`config.mk`:
```
export PLATFORM = sky130hd
export DESIGN_NAME = adc_sequencer
export DESIGN_NICKNAME = d
export VERILOG_FILES = /design/src/core/adc_sequencer.v /design/src/core/word_buffer.v
export VERILOG_INCLUDE_DIRS = /design/src /design/src/core
export SDC_FILE = /design/constraint.sdc
export NUM_CORES = 1
export LEC_CHECK = 0
export BUFFER_PORTS_ARGS = -buffer_cell sky130_fd_sc_hd__buf_2
export CAP_MARGIN = 20
export CORE_ASPECT_RATIO = 1.5
export CORE_MARGIN = 3
export CORE_UTILIZATION = 55
export CTS_BUF_LIST = sky130_fd_sc_hd__clkbuf_4 sky130_fd_sc_hd__clkbuf_8 sky130_fd_sc_hd__clkbuf_16
export DETAILED_ROUTE_END_ITERATION = 10
export GPL_TIMING_DRIVEN = 0
export PLACE_DENSITY_LB_ADDON = 0.2
export SETUP_SLACK_MARGIN = 0.1
export SYNTH_ARGS = -nofsm -noshare
export SYNTH_HDL_FRONTEND = slang
export SYNTH_SLANG_ARGS = --single-unit
```
`constraint.sdc`:
```
create_clock -name sys_clk -period 7.75 [get_ports sys_clk]
set_input_delay 1.1625 -clock sys_clk [delete_from_list [all_inputs] [get_ports sys_clk]]
set_output_delay 1.1625 -clock sys_clk [all_outputs]
set_load 0.02 [all_outputs]
```
`src/core/adc_seq_defines.vh`:
```
// Purpose : constants for the dual-slope converter sequencer
// Assumes : included by its bare name
// Notes   : phase codes drive the two phase-select outputs
`ifndef ADC_SEQ_DEFINES_VH
`define ADC_SEQ_DEFINES_VH
`define TB_DIVIDE          3'h4
`define PHASE_IZ           2'h0
`define PHASE_AZ           2'h1
`define PHASE_INT          2'h2
`define PHASE_DEINTEGRATE_PHASE         2'h3
`define COUNT_LOW_BYTE     8'hff
`define PRESET_RESET       8'h00
`define PRESET_PULSE_HI    8'h00
`define PRESET_PULSE_LO    8'h80
`define RESULT_BITS        5'h12
`endif

```
`src/core/adc_sequencer.v`:
```
// Purpose : phase sequencer and serial result port for a dual-slope converter
// Assumes : osc_input, zero_cross_in, convert_en_n, load_n, read_n, serial_in and
//           serial_shift_clock are asynchronous and pass two flip-flops first
// Notes   : osc_input is sampled by sys_clk; its rising edges make timebase ticks
//
// Summary of operation
// - divide oscillator by four for timebase
// - step phases: auto-zero, integrate, de-integrate, zero
// - sixteen-bit counter, preset high, low byte ff
// - preset ff..00 gives 256..65536 counts
// - de-integrate until comparator changes state
// - count de-integrate periods as the result
// - integrator-zero until comparator high, then restart
// - sample serial input on shift clock rise
// - shift result bit out on clock fall
// - read line high ends read, floats output
// - overrange first, then polarity, count msb first
// - power-up in integrator-zero, await comparator high
// - new result readable from integrator-zero start
// - result readable at any time
// - valid low during auto-zero, high after
// - convert-enable high holds auto-zero
// - shift preset byte msb first, latch on rise
// - bare load pulse selects 65536 or 32768
`include "adc_seq_defines.vh"
module adc_sequencer #(
    parameter CNT_W = 16
) (
    input  wire       sys_clk,            // system clock, 250 MHz
    input  wire       sys_rst,            // synchronous reset, active high
    input  wire       osc_input,          // oscillator input
    output reg        osc_output,         // divided timebase monitor
    input  wire       zero_cross_in,      // converter comparator
    input  wire       convert_en_n,       // convert enable, active low
    input  wire       load_n,             // preset load, active low
    input  wire       read_n,             // read enable, active low
    input  wire       serial_shift_clock, // serial port clock
    input  wire       serial_in,          // serial data in
    output reg        serial_out,         // serial data out
    output reg        serial_out_oe,      // serial out driven
    output reg  [1:0] phase_sel,          // phase select a,b
    output reg        result_valid_n,     // data valid, active low
    output reg        result_overflow     // a result was dropped
);
    // ------------------------------------------------------------
    // input synchronisers
    // ------------------------------------------------------------
    reg [1:0] s_osc, s_cmp, s_ce, s_ld, s_rd, s_sck, s_din;
    always @(posedge sys_clk) begin
        s_osc <= {s_osc[0], osc_input};
        s_cmp <= {s_cmp[0], zero_cross_in};
        s_ce  <= {s_ce[0],  convert_en_n};
        s_ld  <= {s_ld[0],  load_n};
        s_rd  <= {s_rd[0],  read_n};
        s_sck <= {s_sck[0], serial_shift_clock};
        s_din <= {s_din[0], serial_in};
    end
    wire osc_s = s_osc[1];
    wire sck_s = s_sck[1];
    wire ld_s  = s_ld[1];
    wire rd_s  = s_rd[1];
    wire din_s = s_din[1];

    // ------------------------------------------------------------
    // timebase: osc divided by four
    // ------------------------------------------------------------
    reg       osc_d;
    reg [2:0] div_cnt;
    reg       tick;
    always @(posedge sys_clk) begin
        osc_d <= osc_s;
        tick  <= 1'b0;
        if (sys_rst) begin
            div_cnt    <= 3'h0;
            osc_output <= 1'b0;
        end else if (osc_s && !osc_d) begin
            if (div_cnt == `TB_DIVIDE - 3'h1) begin
                div_cnt <= 3'h0;
                tick    <= 1'b1;
            end else begin
                div_cnt <= div_cnt + 3'h1;
            end
            osc_output <= (div_cnt < 3'h2) ? 1'b1 : 1'b0;
        end
    end

    // inputs used by the phase machine, resampled on the timebase tick
    reg cmp_t, ce_t, ld_t;
    always @(posedge sys_clk) begin
        if (sys_rst) begin
            cmp_t <= 1'b0;
            ce_t  <= 1'b0;
            ld_t  <= 1'b1;
        end else if (tick) begin
            cmp_t <= s_cmp[1];
            ce_t  <= s_ce[1];
            ld_t  <= ld_s;
        end
    end

    // ------------------------------------------------------------
    // preset loading
    // ------------------------------------------------------------
    reg       sck_d, ld_d;
    reg [7:0] preset_sr;
    reg [3:0] preset_bits;
    reg [7:0] preset;
    wire      sck_rise = sck_s && !sck_d;
    wire      sck_fall = !sck_s && sck_d;
    always @(posedge sys_clk) begin
        sck_d <= sck_s;
        ld_d  <= ld_s;
        if (sys_rst) begin
            preset      <= `PRESET_RESET;
            preset_bits <= 4'h0;
            preset_sr   <= 8'h00;
        end else begin
            if (!ld_s && ld_d)
                preset_bits <= 4'h0;
            else if (!ld_s && sck_rise) begin
                preset_sr <= {preset_sr[6:0], din_s};
                if (preset_bits != 4'h8)
                    preset_bits <= preset_bits + 4'h1;
            end
            if (ld_s && !ld_d) begin
                if (preset_bits == 4'h0)
                    preset <= din_s ? `PRESET_PULSE_HI : `PRESET_PULSE_LO;
                else
                    preset <= preset_sr;
            end
        end
    end

    // ------------------------------------------------------------
    // phase machine
    // ------------------------------------------------------------
    reg [1:0]        phase;
    reg [CNT_W-1:0]  tb_cnt;
    reg [CNT_W-1:0]  deintegrate_phase_cnt;
    reg              cmp_start;
    reg              ovr;
    reg              res_valid;
    reg [17:0]       res_word;

    // next values of the phase machine
    reg [1:0]        next_phase;
    reg [CNT_W-1:0]  next_tb_cnt;
    reg [CNT_W-1:0]  next_deintegrate_phase_cnt;
    reg              next_cmp_start;
    reg              next_ovr;
    reg              next_res_valid;
    reg [17:0]       next_res_word;
    wire             buf_ready;
    wire [CNT_W-1:0] tb_last  = {CNT_W{1'b1}};
    wire [CNT_W-1:0] tb_one   = {{(CNT_W-1){1'b0}}, 1'b1};
    // down-counter: complement of preset over the fixed low byte, zero ends the phase
    wire [CNT_W-1:0] tb_load  = {~preset, `COUNT_LOW_BYTE};
    wire             tb_done  = (tb_cnt == {CNT_W{1'b0}});
    wire             force_az = ce_t || !ld_t;

    // phase decode, acted on only when a timebase tick arrives
    always @* begin
        next_phase     = phase;
        next_tb_cnt    = tb_cnt;
        next_deintegrate_phase_cnt  = deintegrate_phase_cnt;
        next_cmp_start = cmp_start;
        next_ovr       = ovr;
        next_res_valid = 1'b0;
        next_res_word  = res_word;
        case (phase)
            `PHASE_IZ: begin
                if (force_az) begin
                    next_phase  = `PHASE_AZ;
                    next_tb_cnt = tb_load;
                end else if (cmp_t) begin
                    next_phase  = `PHASE_AZ;
                    next_tb_cnt = tb_load;
                end
            end
            `PHASE_AZ: begin
                if (force_az) begin
                    next_tb_cnt = tb_load;
                end else if (tb_done) begin
                    next_phase  = `PHASE_INT;
                    next_tb_cnt = tb_load;
                end else begin
                    next_tb_cnt = tb_cnt - tb_one;
                end
            end
            `PHASE_INT: begin
                if (tb_done) begin
                    next_phase     = `PHASE_DEINTEGRATE_PHASE;
                    next_deintegrate_phase_cnt  = {CNT_W{1'b0}};
                    next_cmp_start = cmp_t;
                    next_ovr       = 1'b0;
                end else begin
                    next_tb_cnt = tb_cnt - tb_one;
                end
            end
            `PHASE_DEINTEGRATE_PHASE: begin
                if (cmp_t != cmp_start) begin
                    next_phase     = `PHASE_IZ;
                    next_res_word  = {ovr, cmp_start, deintegrate_phase_cnt};
                    next_res_valid = 1'b1;
                end else if (deintegrate_phase_cnt == tb_last) begin
                    next_ovr = 1'b1;
                end else begin
                    next_deintegrate_phase_cnt = deintegrate_phase_cnt + tb_one;
                end
            end
            default: begin
                next_phase = `PHASE_IZ;
            end
        endcase
    end

    // phase registers step once per tick; the result strobe lasts one clock
    always @(posedge sys_clk) begin
        if (sys_rst) begin
            phase     <= `PHASE_IZ;
            tb_cnt    <= {CNT_W{1'b0}};
            deintegrate_phase_cnt  <= {CNT_W{1'b0}};
            cmp_start <= 1'b0;
            ovr       <= 1'b0;
            res_valid <= 1'b0;
            res_word  <= 18'h00000;
        end else begin
            res_valid <= tick && next_res_valid;
            if (tick) begin
                phase     <= next_phase;
                tb_cnt    <= next_tb_cnt;
                deintegrate_phase_cnt  <= next_deintegrate_phase_cnt;
                cmp_start <= next_cmp_start;
                ovr       <= next_ovr;
                res_word  <= next_res_word;
            end
        end
    end

    // ------------------------------------------------------------
    // result buffer and serial readout
    // ------------------------------------------------------------
    wire [17:0] buf_data;
    wire        buf_valid;
    reg         take;
    word_buffer #(
        .WIDTH     (18)
    ) u_buf (
        .sys_clk   (sys_clk),
        .sys_rst   (sys_rst),
        .in_data   (res_word),
        .in_valid  (res_valid),
        .in_ready  (buf_ready),
        .out_data  (buf_data),
        .out_valid (buf_valid),
        .out_ready (take)
    );

    reg [17:0] latest;
    reg [17:0] shifter;
    reg        rd_d;
    always @(posedge sys_clk) begin
        rd_d <= rd_s;
        if (sys_rst) begin
            latest          <= 18'h00000;
            shifter         <= 18'h00000;
            take            <= 1'b0;
            serial_out      <= 1'b0;
            serial_out_oe   <= 1'b0;
            phase_sel       <= `PHASE_IZ;
            result_valid_n  <= 1'b1;
            result_overflow <= 1'b0;
        end else begin
            phase_sel      <= phase;
            result_valid_n <= (phase == `PHASE_AZ) ? 1'b0 : 1'b1;
            if (res_valid && !buf_ready)
                result_overflow <= 1'b1;
            // keep the newest result; stall while a read is active
            take <= buf_valid && !take && rd_s;
            if (take)
                latest <= buf_data;
            if (rd_s) begin
                serial_out_oe <= 1'b0;
                shifter       <= take ? buf_data : latest;
            end else begin
                serial_out_oe <= 1'b1;
                if (rd_d) begin
                    serial_out <= shifter[17];
                    shifter    <= {shifter[16:0], 1'b0};
                end else if (sck_fall) begin
                    serial_out <= shifter[17];
                    shifter    <= {shifter[16:0], 1'b0};
                end
            end
        end
    end
endmodule

```
`src/core/word_buffer.v`:
```
// Purpose : two-entry valid/ready buffer for finished results
// Assumes : single clock, synchronous active-high reset
// Notes   : out side may stall; in_ready drops when both entries hold data
module word_buffer #(
    parameter WIDTH = 18
) (
    input  wire             sys_clk,   // clock
    input  wire             sys_rst,   // reset
    input  wire [WIDTH-1:0] in_data,   // word in
    input  wire             in_valid,  // word offered
    output wire             in_ready,  // room available
    output wire [WIDTH-1:0] out_data,  // oldest word
    output wire             out_valid, // word available
    input  wire             out_ready  // consumer takes
);
    reg [WIDTH-1:0] mem [0:1];
    reg             wr_ptr;
    reg             rd_ptr;
    reg [1:0]       fill;
    wire            do_wr = in_valid && (fill != 2'h2);
    wire            do_rd = out_ready && (fill != 2'h0);

    assign in_ready  = (fill != 2'h2);
    assign out_valid = (fill != 2'h0);
    assign out_data  = mem[rd_ptr];

    always @(posedge sys_clk) begin
        if (sys_rst) begin
            wr_ptr <= 1'b0;
            rd_ptr <= 1'b0;
            fill   <= 2'h0;
        end else begin
            if (do_wr) begin
                mem[wr_ptr] <= in_data;
                wr_ptr      <= ~wr_ptr;
            end
            if (do_rd)
                rd_ptr <= ~rd_ptr;
            if (do_wr && !do_rd)
                fill <= fill + 2'h1;
            else if (do_rd && !do_wr)
                fill <= fill - 2'h1;
        end
    end
endmodule

```
; ---- Word-level counts from Yosys, hierarchy flattened
; Memory sizes are Yosys's and may differ from the RTL's. A register that Yosys moved wholly into a read port is not among the register bits.
; Index checks and enable logic that the tools add are counted.
[classes]
n_mux = 43
n_lt_le_gt_ge = 1
eq_ne = 17
addsub = 6
bitwise = 6
reduce_logical = 45
[ops]
columns = operator, count
row1 = two-way mux 16 bit, 8
row2 = two-way mux 18 bit, 4
row3 = case mux 16 bit (3 select lines), 1
row4 = case mux 16 bit (2 select lines), 1
row5 = "inequality test 2 bit, second input constant", 9
row6 = "adder 16 x 1 -> 16 bit, second input constant", 1
row7 = "equality test 16 bit, second input constant", 1
row8 = zero test 16 bit, 1
row9 = two-way mux 1 bit, 16
row10 = two-way mux 2 bit, 8
row11 = two-way mux 8 bit, 2
row12 = "subtractor 16 x 1 -> 16 bit, second input constant", 1
row13 = logical AND 1 bit, 14
row14 = zero test 1 bit, 10
row15 = AND reduction 5 bit, 2
row16 = inverter 8 bit, 1
row17 = case mux 2 bit (4 select lines), 1
row18 = nonzero test 2 bit, 4
row19 = AND reduction 2 bit, 3
row20 = AND reduction 3 bit, 2
row21 = AND reduction 6 bit, 1
row22 = nonzero test 3 bit, 2
row23 = inverter 1 bit, 5
row24 = "adder 4 x 1 -> 4 bit, second input constant", 1
row25 = 17 further kinds, 19
[totals]
n_memories = 1
wordCells = 157
register_bits = 148
inputBits = 9
ramBits = 36
[memory_table]
columns = name, words, word_bits, read_ports, rd_clocked_by_memory_dff, write_ports, line_no
row1 = u_buf.mem, 2, 18, 1, 1, 1, word_buffer.v:16  ; reg [WIDTH-1:0] mem [0:1];

; ---- Depth between registers and ports, before layout
; Gate-level depths: netlist (run 1).
[logic_depth]
word_depth = 6
ltp_mapped = 10
mapped_depth_nobuf = 8

; ---- Modules after synthesis
; Synthesis (run 1) repeated with hierarchy kept, for this count alone.
[unflattened]
cells_unflattened = 719
hier_area_um2 = 7347.0
[modules_own_cells]
columns = module, n_inst, area_per_inst_um2, cells_per_inst, seq_area_each_um2
row1 = adc_sequencer, 1, 5823.1, 636, 2882.8
row2 = word_buffer, 1, 1524.0, 83, 1181.1

; ---- Worst setup path before layout (run 1)
; No wires, ideal clock.
[synth_timing]
path_kind = input to register
from = input port sys_rst
to = memory u_buf.mem[0][0], enable pin
slack_ns = 4.460
arrival_ns = 2.875
path_buffers = 2
stages = 3
setup_ns = 0.416
path_cell_list = clkbuf_1 clkbuf_1 nor3_1
[synth_via]
elab_chain_len = 2
[synth_rtl]
columns = item, line_no
row1 = start: declaration, adc_sequencer.v:30  ; input wire sys_rst,
row2 = two-way mux 1 bit, word_buffer.v:28  ; if (sys_rst) begin
row3 = two-way mux 1 bit (implied by the code), word_buffer.v:34  ; mem[wr_ptr] <= in_data;
row4 = end: declaration, word_buffer.v:16
; No other way between the ends.

; ---- Final worst setup path (run 1)
[layout_timing]
from = register phase[0]
to = register deintegrate_phase_cnt[15]
[layout_via]
elab_chain_len = 3
[layout_rtl]
columns = item, line_no
row1 = start: declaration, adc_sequencer.v:137  ; reg [1:0] phase;
row2 = start signal: assignment, adc_sequencer.v:220  ; phase <= `PHASE_IZ;
row3 = start signal: assignment, adc_sequencer.v:230  ; phase <= next_phase;
row4 = equality test 2 bit, adc_sequencer.v:170  ; case (phase)
row5 = inequality test 2 bit (no source line) / nonzero test 2 bit (equally long branches), n/a
row6 = AND reduction 5 bit (no source line), n/a
row7 = end signal: assignment, adc_sequencer.v:222  ; deintegrate_phase_cnt <= {CNT_W{1'b0}};
row8 = end signal: assignment, adc_sequencer.v:232  ; deintegrate_phase_cnt <= next_deintegrate_phase_cnt;
row9 = end: declaration, adc_sequencer.v:139  ; reg [CNT_W-1:0] deintegrate_phase_cnt;
; Several ways; a longest one is shown, not always the timed one.
; A chain may end at the register's enable or synchronous reset.

==> results of run 1 <==
[Yosys cell counts (all sizes together), types with 19 or more instances]
cell and count:
nand2 60, o21ai 43, mux2i 57, edfxtp 36
a211oi 22, clkbuf 28, nor2 101, xor2 19
inv 20, dfxtp 149, a21oi 41, nand3 22
[routing by layer]
| layer | up-vias | share of wire |
|---|---|---|
| met5 | - | 0 |
| met4 | 0 | 0.031 |
| met3 | 32 | 0.036 |
| met2 | 95 | 0.56 |
| met1 | 2502 | 0.38 |
| li1 | 2640 | - |
[worst max-delay path, stage by stage (launching register included)]
cell and delay (ps):
dfxtp_1 340, inv_1 120, ha_1 150, clkbuf_1 330, nor4b_1 300, nand4_1 210
a22oi_1 570, clkbuf_1 420, nand3_1 190, xor2_1 180, nor2_1 50
[registers in the layout, indices dropped and copies added, names as in the netlist, 2 cells and up, named ones only]
name and cells:
u_buf.fill 2, preset 8, s_ce 2, s_sck 2, s_din 2, tb_cnt 16, res_word 18, s_rd 2
deintegrate_phase_cnt 16, u_buf.mem 36, phase_sel 2, preset_bits 4, div_cnt 3, latest 18, preset_sr 8, s_osc 2
s_cmp 2, s_ld 2, phase 2, shifter 18
[worst paths after layout]
kind                                     to  slack, ps  cells after the start
hold reg to reg                    s_din[1]        330                      0
setup / recovery  deintegrate_phase_cnt[15]       4750                     10
setup reg to reg  deintegrate_phase_cnt[15]       4750                     10
hold / removal                     s_din[1]        330                      0
[area by class of cell]
class,instances,share of cell area
Sequential cell,185,0.4998
Multi-Input combinational cell,486,0.3660
Clock buffer,18,0.05325
Tap cell,156,0.02401
Buffer,40,0.01970
Clock inverter,14,0.01739
Timing Repair Buffer,16,0.01062
Inverter,20,0.009234
[logic make-up (layout without fill, tap and decap cells)]
family	after synthesis	in the layout	synth area share
simple gates	261	261	0.1709
xor+xnor	23	23	0.02771
buf+inv	60	108	0.03236
flops	185	185	0.5590
compound gates	134	134	0.1126
mux	57	57	0.07849
fa+ha+maj	11	11	0.01893
[stage by stage]
step,area (um2),cells,power (mW)
2_1_floorplan,7269,731,1.034
3_3_place_gp,7540,902,1.048
3_5_place_dp,7556,903,1.049
4_1_cts,8130,935,1.865
5_1_grt,8130,935,1.912
6_report,8130,935,1.849
[report_power, final]
group	internal (mW)	total (mW)	switching [mW]
logic	0.0108	0.0383	0.0275
registers	0.984	0.988	0.00441
clock network	0.454	0.822	0.369
==> reports/qor.csv, run 1 <==
metric,value,unit
setup clock skew after layout,12.28,ps
area occupied by registers,0.004064,mm2
CP max FO,10,
proportion of synthesized flip-flops having asynchronous set or reset,0,
global placer's final weighted congestion,0.9251,
"Data required, critical path",8040,ps
clock latency on the worst-skew pair,430,ps
total number of nets in the final design,786,
number of warnings printed during yosys synthesis,0,
aggregate routed wire length,14390,um
final core utilization,0.6402,
die outline area,0.01466,mm2
Core Footprint,0.01270,mm2
LEAKAGE,3.037,nW
post-CTS setup buffers,0,
max-capacitance violation count,0,
# hold bufs at CTS,0,
busiest layer in global routing,met2,
ys flop type,dfxtp_1,
layout overhead on the synthesized area,11.84,%
per-instance average area after synthesis,9.945,um2
Final Hold Slack,327.9,ps
synthesized net count,751,
post-route ant nets,0,
area of the mapped netlist,0.007269,mm2
library cell occupying the most area in the post-synthesis netlist,dfxtp_1,
width of the die,99.87,um
multi-input combinational cell area,0.002975,mm2
overall global routing resource usage,0.2074,
power density over the cells,227.4,mW/mm2
main area contributors after synthesis,"dfxtp_1 41%, edfxtp_1 15%, mux2i_1 7.8%",
num ports,16,
first-pass iteration count of the detailed router,5,
largest net degree at the start of global routing,19,
number of buffers added on ports,15,
CTS Sinks,185,
vias per cell,5.635,
met2 track demand over resource,0.3870,
arrival time worst endpoint,3290,ps
final-report hold violation count,0,
fraction of met1 tracks used by global routing,0.2085,
Setup Crit Path Kind,flip-flop to flip-flop,
summed negative setup slack over all endpoints,0,ps
TritonCTS clock tree,done,
met3 Usage GRT,0.05606,
first-pass GRT wire length,23940,um
fillers,1069,
Final Worst Setup Slack,4752,ps
drt wl/cell,15.39,um
crit path time final,2998,ps
detailed placement HPWL,10750,um
H-tree depth,4,
total of flip-flops plus latches after synthesis,185,
Worst Hold Class,flip-flop to flip-flop,
transition time at the pin with the least slew margin,790.4,ps
setup repair after global routing missed its margin,false,
source of the worst register-to-register timing path,phase[0],
portion of synthesized cell area occupied by the leading cell type,0.4103,
antenna violations before repair,0,
number of flops mapped to enable cells by yosys,36,
"Slew Viols, Final",0,
count of vias placed by the detailed router,5269,
share of layout cells above drive strength 1,0.08087,
GR Overflow Total,0,
element type at the critical path end,flip-flop,
Root Buffer Master,clkbuf_16,
tightest slew margin relative to the limit,0.4719,
DRC viols,0,
TritonCTS buffer count,17,
Worst Min Path Start,s_din[0],
# resized after CTS,0,
Final Cycle Share,0.3868,
post-synth cell types,60,
Worst VDD drop,149.3,uV
ANT cells,0,
Peak Freq,333.6,MHz
die height,146.8,um
part of the Yosys area used for sequential elements,0.5590,
number of design-rule violations left by the first detailed-router iteration,309,
vias in the first global route,5059,
count of endpoints failing setup in the final report,0,
Worst Setup Slack post-DPL,4726,ps
number of buffers between clock root and the deepest sink,2,
post-synthesis instance total,731,
"leading cell types in the layout, fill and taps excluded","149 x dfxtp_1, 101 x nor2_1, 60 x nand2_1, 57 x mux2i_1",
start point of the critical path,phase[0],
status,"finished, final reports clean",
category of the worst setup path launch point,flip-flop,
Placement Rows,50,
Initial Utilization,0.5724,
clock transition at the register clock pins on the worst setup and hold paths after CTS,60,ps
"commonest non-fill, non-tap cell in the layout",dfxtp_1,
No activity file was read; power rests on OpenSTA's default activity.
==> inputs of run 2 (changes only) <==
==> constraint.sdc (replaced) <==
create_clock -name sys_clk -period 3.05 [get_ports sys_clk]
set_input_delay 0.4575 -clock sys_clk [delete_from_list [all_inputs] [get_ports sys_clk]]
set_output_delay 0.4575 -clock sys_clk [all_outputs]
set_load 0.02 [all_outputs]
==> reports/qor.csv, run 2 (synthesis gave the netlist of run 1 again) <==
metric,value,unit,change
status,"finished, final reports clean",,unchanged
CP max FO,10,,unchanged
LEAKAGE,3.041,nW,was 3.037 nW
Final Cycle Share,0.8921,,was 0.3868
power density over the cells,577.2,mW/mm2,was 227.4 mW/mm2
clock latency on the worst-skew pair,430,ps,about the same
tightest slew margin relative to the limit,0.4839,,was 0.4719
Clk pwr share,0.445,,about the same
switching share of power,0.2164,,was 0.2168
ANT cells,0,,unchanged
die height,146.8,um,unchanged
CTS Sinks,185,,unchanged
drt wl/cell,15.44,um,was 15.39 um
largest net degree at the start of global routing,19,,unchanged
category of the worst setup path launch point,flip-flop,,unchanged
part of the power in registers,0.535,,about the same
transition time at the pin with the least slew margin,772.5,ps,was 790.4 ps
share of power burned in combinational logic,0.021,,about the same
num ports,16,,unchanged
Initial Utilization,0.5724,,unchanged
setup clock skew after layout,10.64,ps,was 12.28 ps
final core utilization,0.6407,,was 0.6402
clock transition at the register clock pins on the worst setup and hold paths after CTS,70,ps,was 60 ps
count of vias placed by the detailed router,5243,,was 5269
Worst VDD drop,373.8,uV,was 149.3 uV
Root Buffer Master,clkbuf_16,,unchanged
DRC viols,0,,unchanged
setup repair after global routing missed its margin,false,,unchanged
element type at the critical path end,flip-flop,,unchanged
share of layout cells above drive strength 1,0.08344,,was 0.08087
met2 track demand over resource,0.3870,,unchanged
final-report hold violation count,0,,unchanged
number of buffers between clock root and the deepest sink,2,,unchanged
busiest layer in global routing,met2,,unchanged
count of endpoints failing setup in the final report,0,,unchanged
"leading cell types in the layout, fill and taps excluded","149 x dfxtp_1, 101 x nor2_1, 60 x nand2_1, 57 x mux2i_1",,unchanged
Largest Register,u_buf.mem,,unchanged
TritonCTS clock tree,done,,unchanged
post-route ant nets,0,,unchanged
first-pass GRT wire length,23940,um,unchanged
layout overhead on the synthesized area,11.93,%,was 11.84%
vias in the first global route,5059,,unchanged
# hold bufs at CTS,0,,unchanged
post-route total power,4.697,mW,was 1.849 mW
overall global routing resource usage,0.2074,,unchanged
detailed placement HPWL,10750,um,unchanged
GR Overflow Total,0,,unchanged
met3 Usage GRT,0.05606,,unchanged
number of design-rule violations left by the first detailed-router iteration,279,,was 309
arrival time worst endpoint,3030,ps,was 3290 ps
number of flip-flops under the largest register name,36,,unchanged
Worst Hold Class,primary input to flip-flop,,was flip-flop to flip-flop
die outline area,0.01466,mm2,unchanged
global placer's final weighted congestion,0.9251,,unchanged
"Slew Viols, Final",0,,unchanged
Cell Int Power,3.680,mW,was 1.448 mW
crit path time final,2721,ps,was 2998 ps
"commonest non-fill, non-tap cell in the layout",dfxtp_1,,unchanged
Placement Rows,50,,unchanged
summed negative setup slack over all endpoints,0,ps,unchanged
P_sw,1.017,mW,was 0.4008 mW
"Data required, critical path",3360,ps,was 8040 ps
H-tree depth,4,,unchanged
Peak Freq,367.5,MHz,was 333.6 MHz
max-capacitance violation count,0,,unchanged
TritonCTS buffer count,17,,unchanged
antenna violations before repair,0,,unchanged
Setup Crit Path Kind,flip-flop to flip-flop,,unchanged
total number of nets in the final design,786,,unchanged
vias per cell,5.607,,was 5.635
first-pass iteration count of the detailed router,4,,was 5
width of the die,99.87,um,unchanged
number of buffers added on ports,15,,unchanged
Core Footprint,0.01270,mm2,unchanged
aggregate routed wire length,14440,um,was 14390 um
fraction of met1 tracks used by global routing,0.2085,,unchanged
[run 2: final cells by class]
| cell class | count | area, um2 |
|---|---|---|
| clock inverter | 14 | 141.4 |
| tap | 156 | 195.2 |
| multi-input combinational | 486 | 2980 |
| sequential | 185 | 4064 |
| buffer | 40 | 161.4 |
| timing repair buffer | 16 | 86.33 |
| inverter | 20 | 75.07 |
| clock buffer | 18 | 432.9 |
| fill | 1069 | 4563 |
[run 2: stage by stage]
| step | worst slack, ps | area (um2) | instances | hold slack (ps) |
|---|---|---|---|---|
| final | 329.2 | 8137 | 935 | 126.8 |
| after global routing | 114.1 | 8137 | 935 | 104.4 |
| after CTS | 115.9 | 8130 | 935 | 111.7 |
| after detailed placement | 160.8 | 7556 | 903 | 312.1 |
| after global placement | -400.5 | 7540 | 902 | 310.3 |
| after floorplan | 464.7 | 7269 | 731 | 309.6 |
[run 2: worst paths after layout]
check	startpoint	endpoint	slack, ps	cells past startpoint
max	tb_cnt[8]	deintegrate_phase_cnt[14]	330	7
min	convert_en_n	s_ce[0]	130	1
min reg2reg	s_din[0]	s_din[1]	330	0
max reg2reg	tb_cnt[8]	deintegrate_phase_cnt[14]	330	7
[run 2: metal layers]
metal  wire length (um)  up-vias
met4                467        0
li1                   -     2636
met1               5365     2470
met5                  0        -
met2               8036      107
met3                566       30
[run 2: critical path, cell delays in order, from the launching register on]
cell,delay [ps]
dfxtp_1,310
buf_6,130
or4_4,580
nor4_4,420
nand4_1,220
o21ai_1,540
buf_2,340
nor2_1,80
[run 2: repair_timing]
action | in CTS | in global routing
endpoints found under the setup margin | 0 | 11
buffers inserted | 0 | 0
resized for setup | 0 | 3
[run 2: power by group through the flow]
stage	logic [mW]	clock network [mW]	registers, mW
after floorplan	0.0627	0	2.56
after global placement	0.0964	0	2.57
after detailed placement	0.0992	0	2.57
after CTS	0.0995	2.13	2.51
after global routing	0.109	2.24	2.51
final	0.0975	2.09	2.51
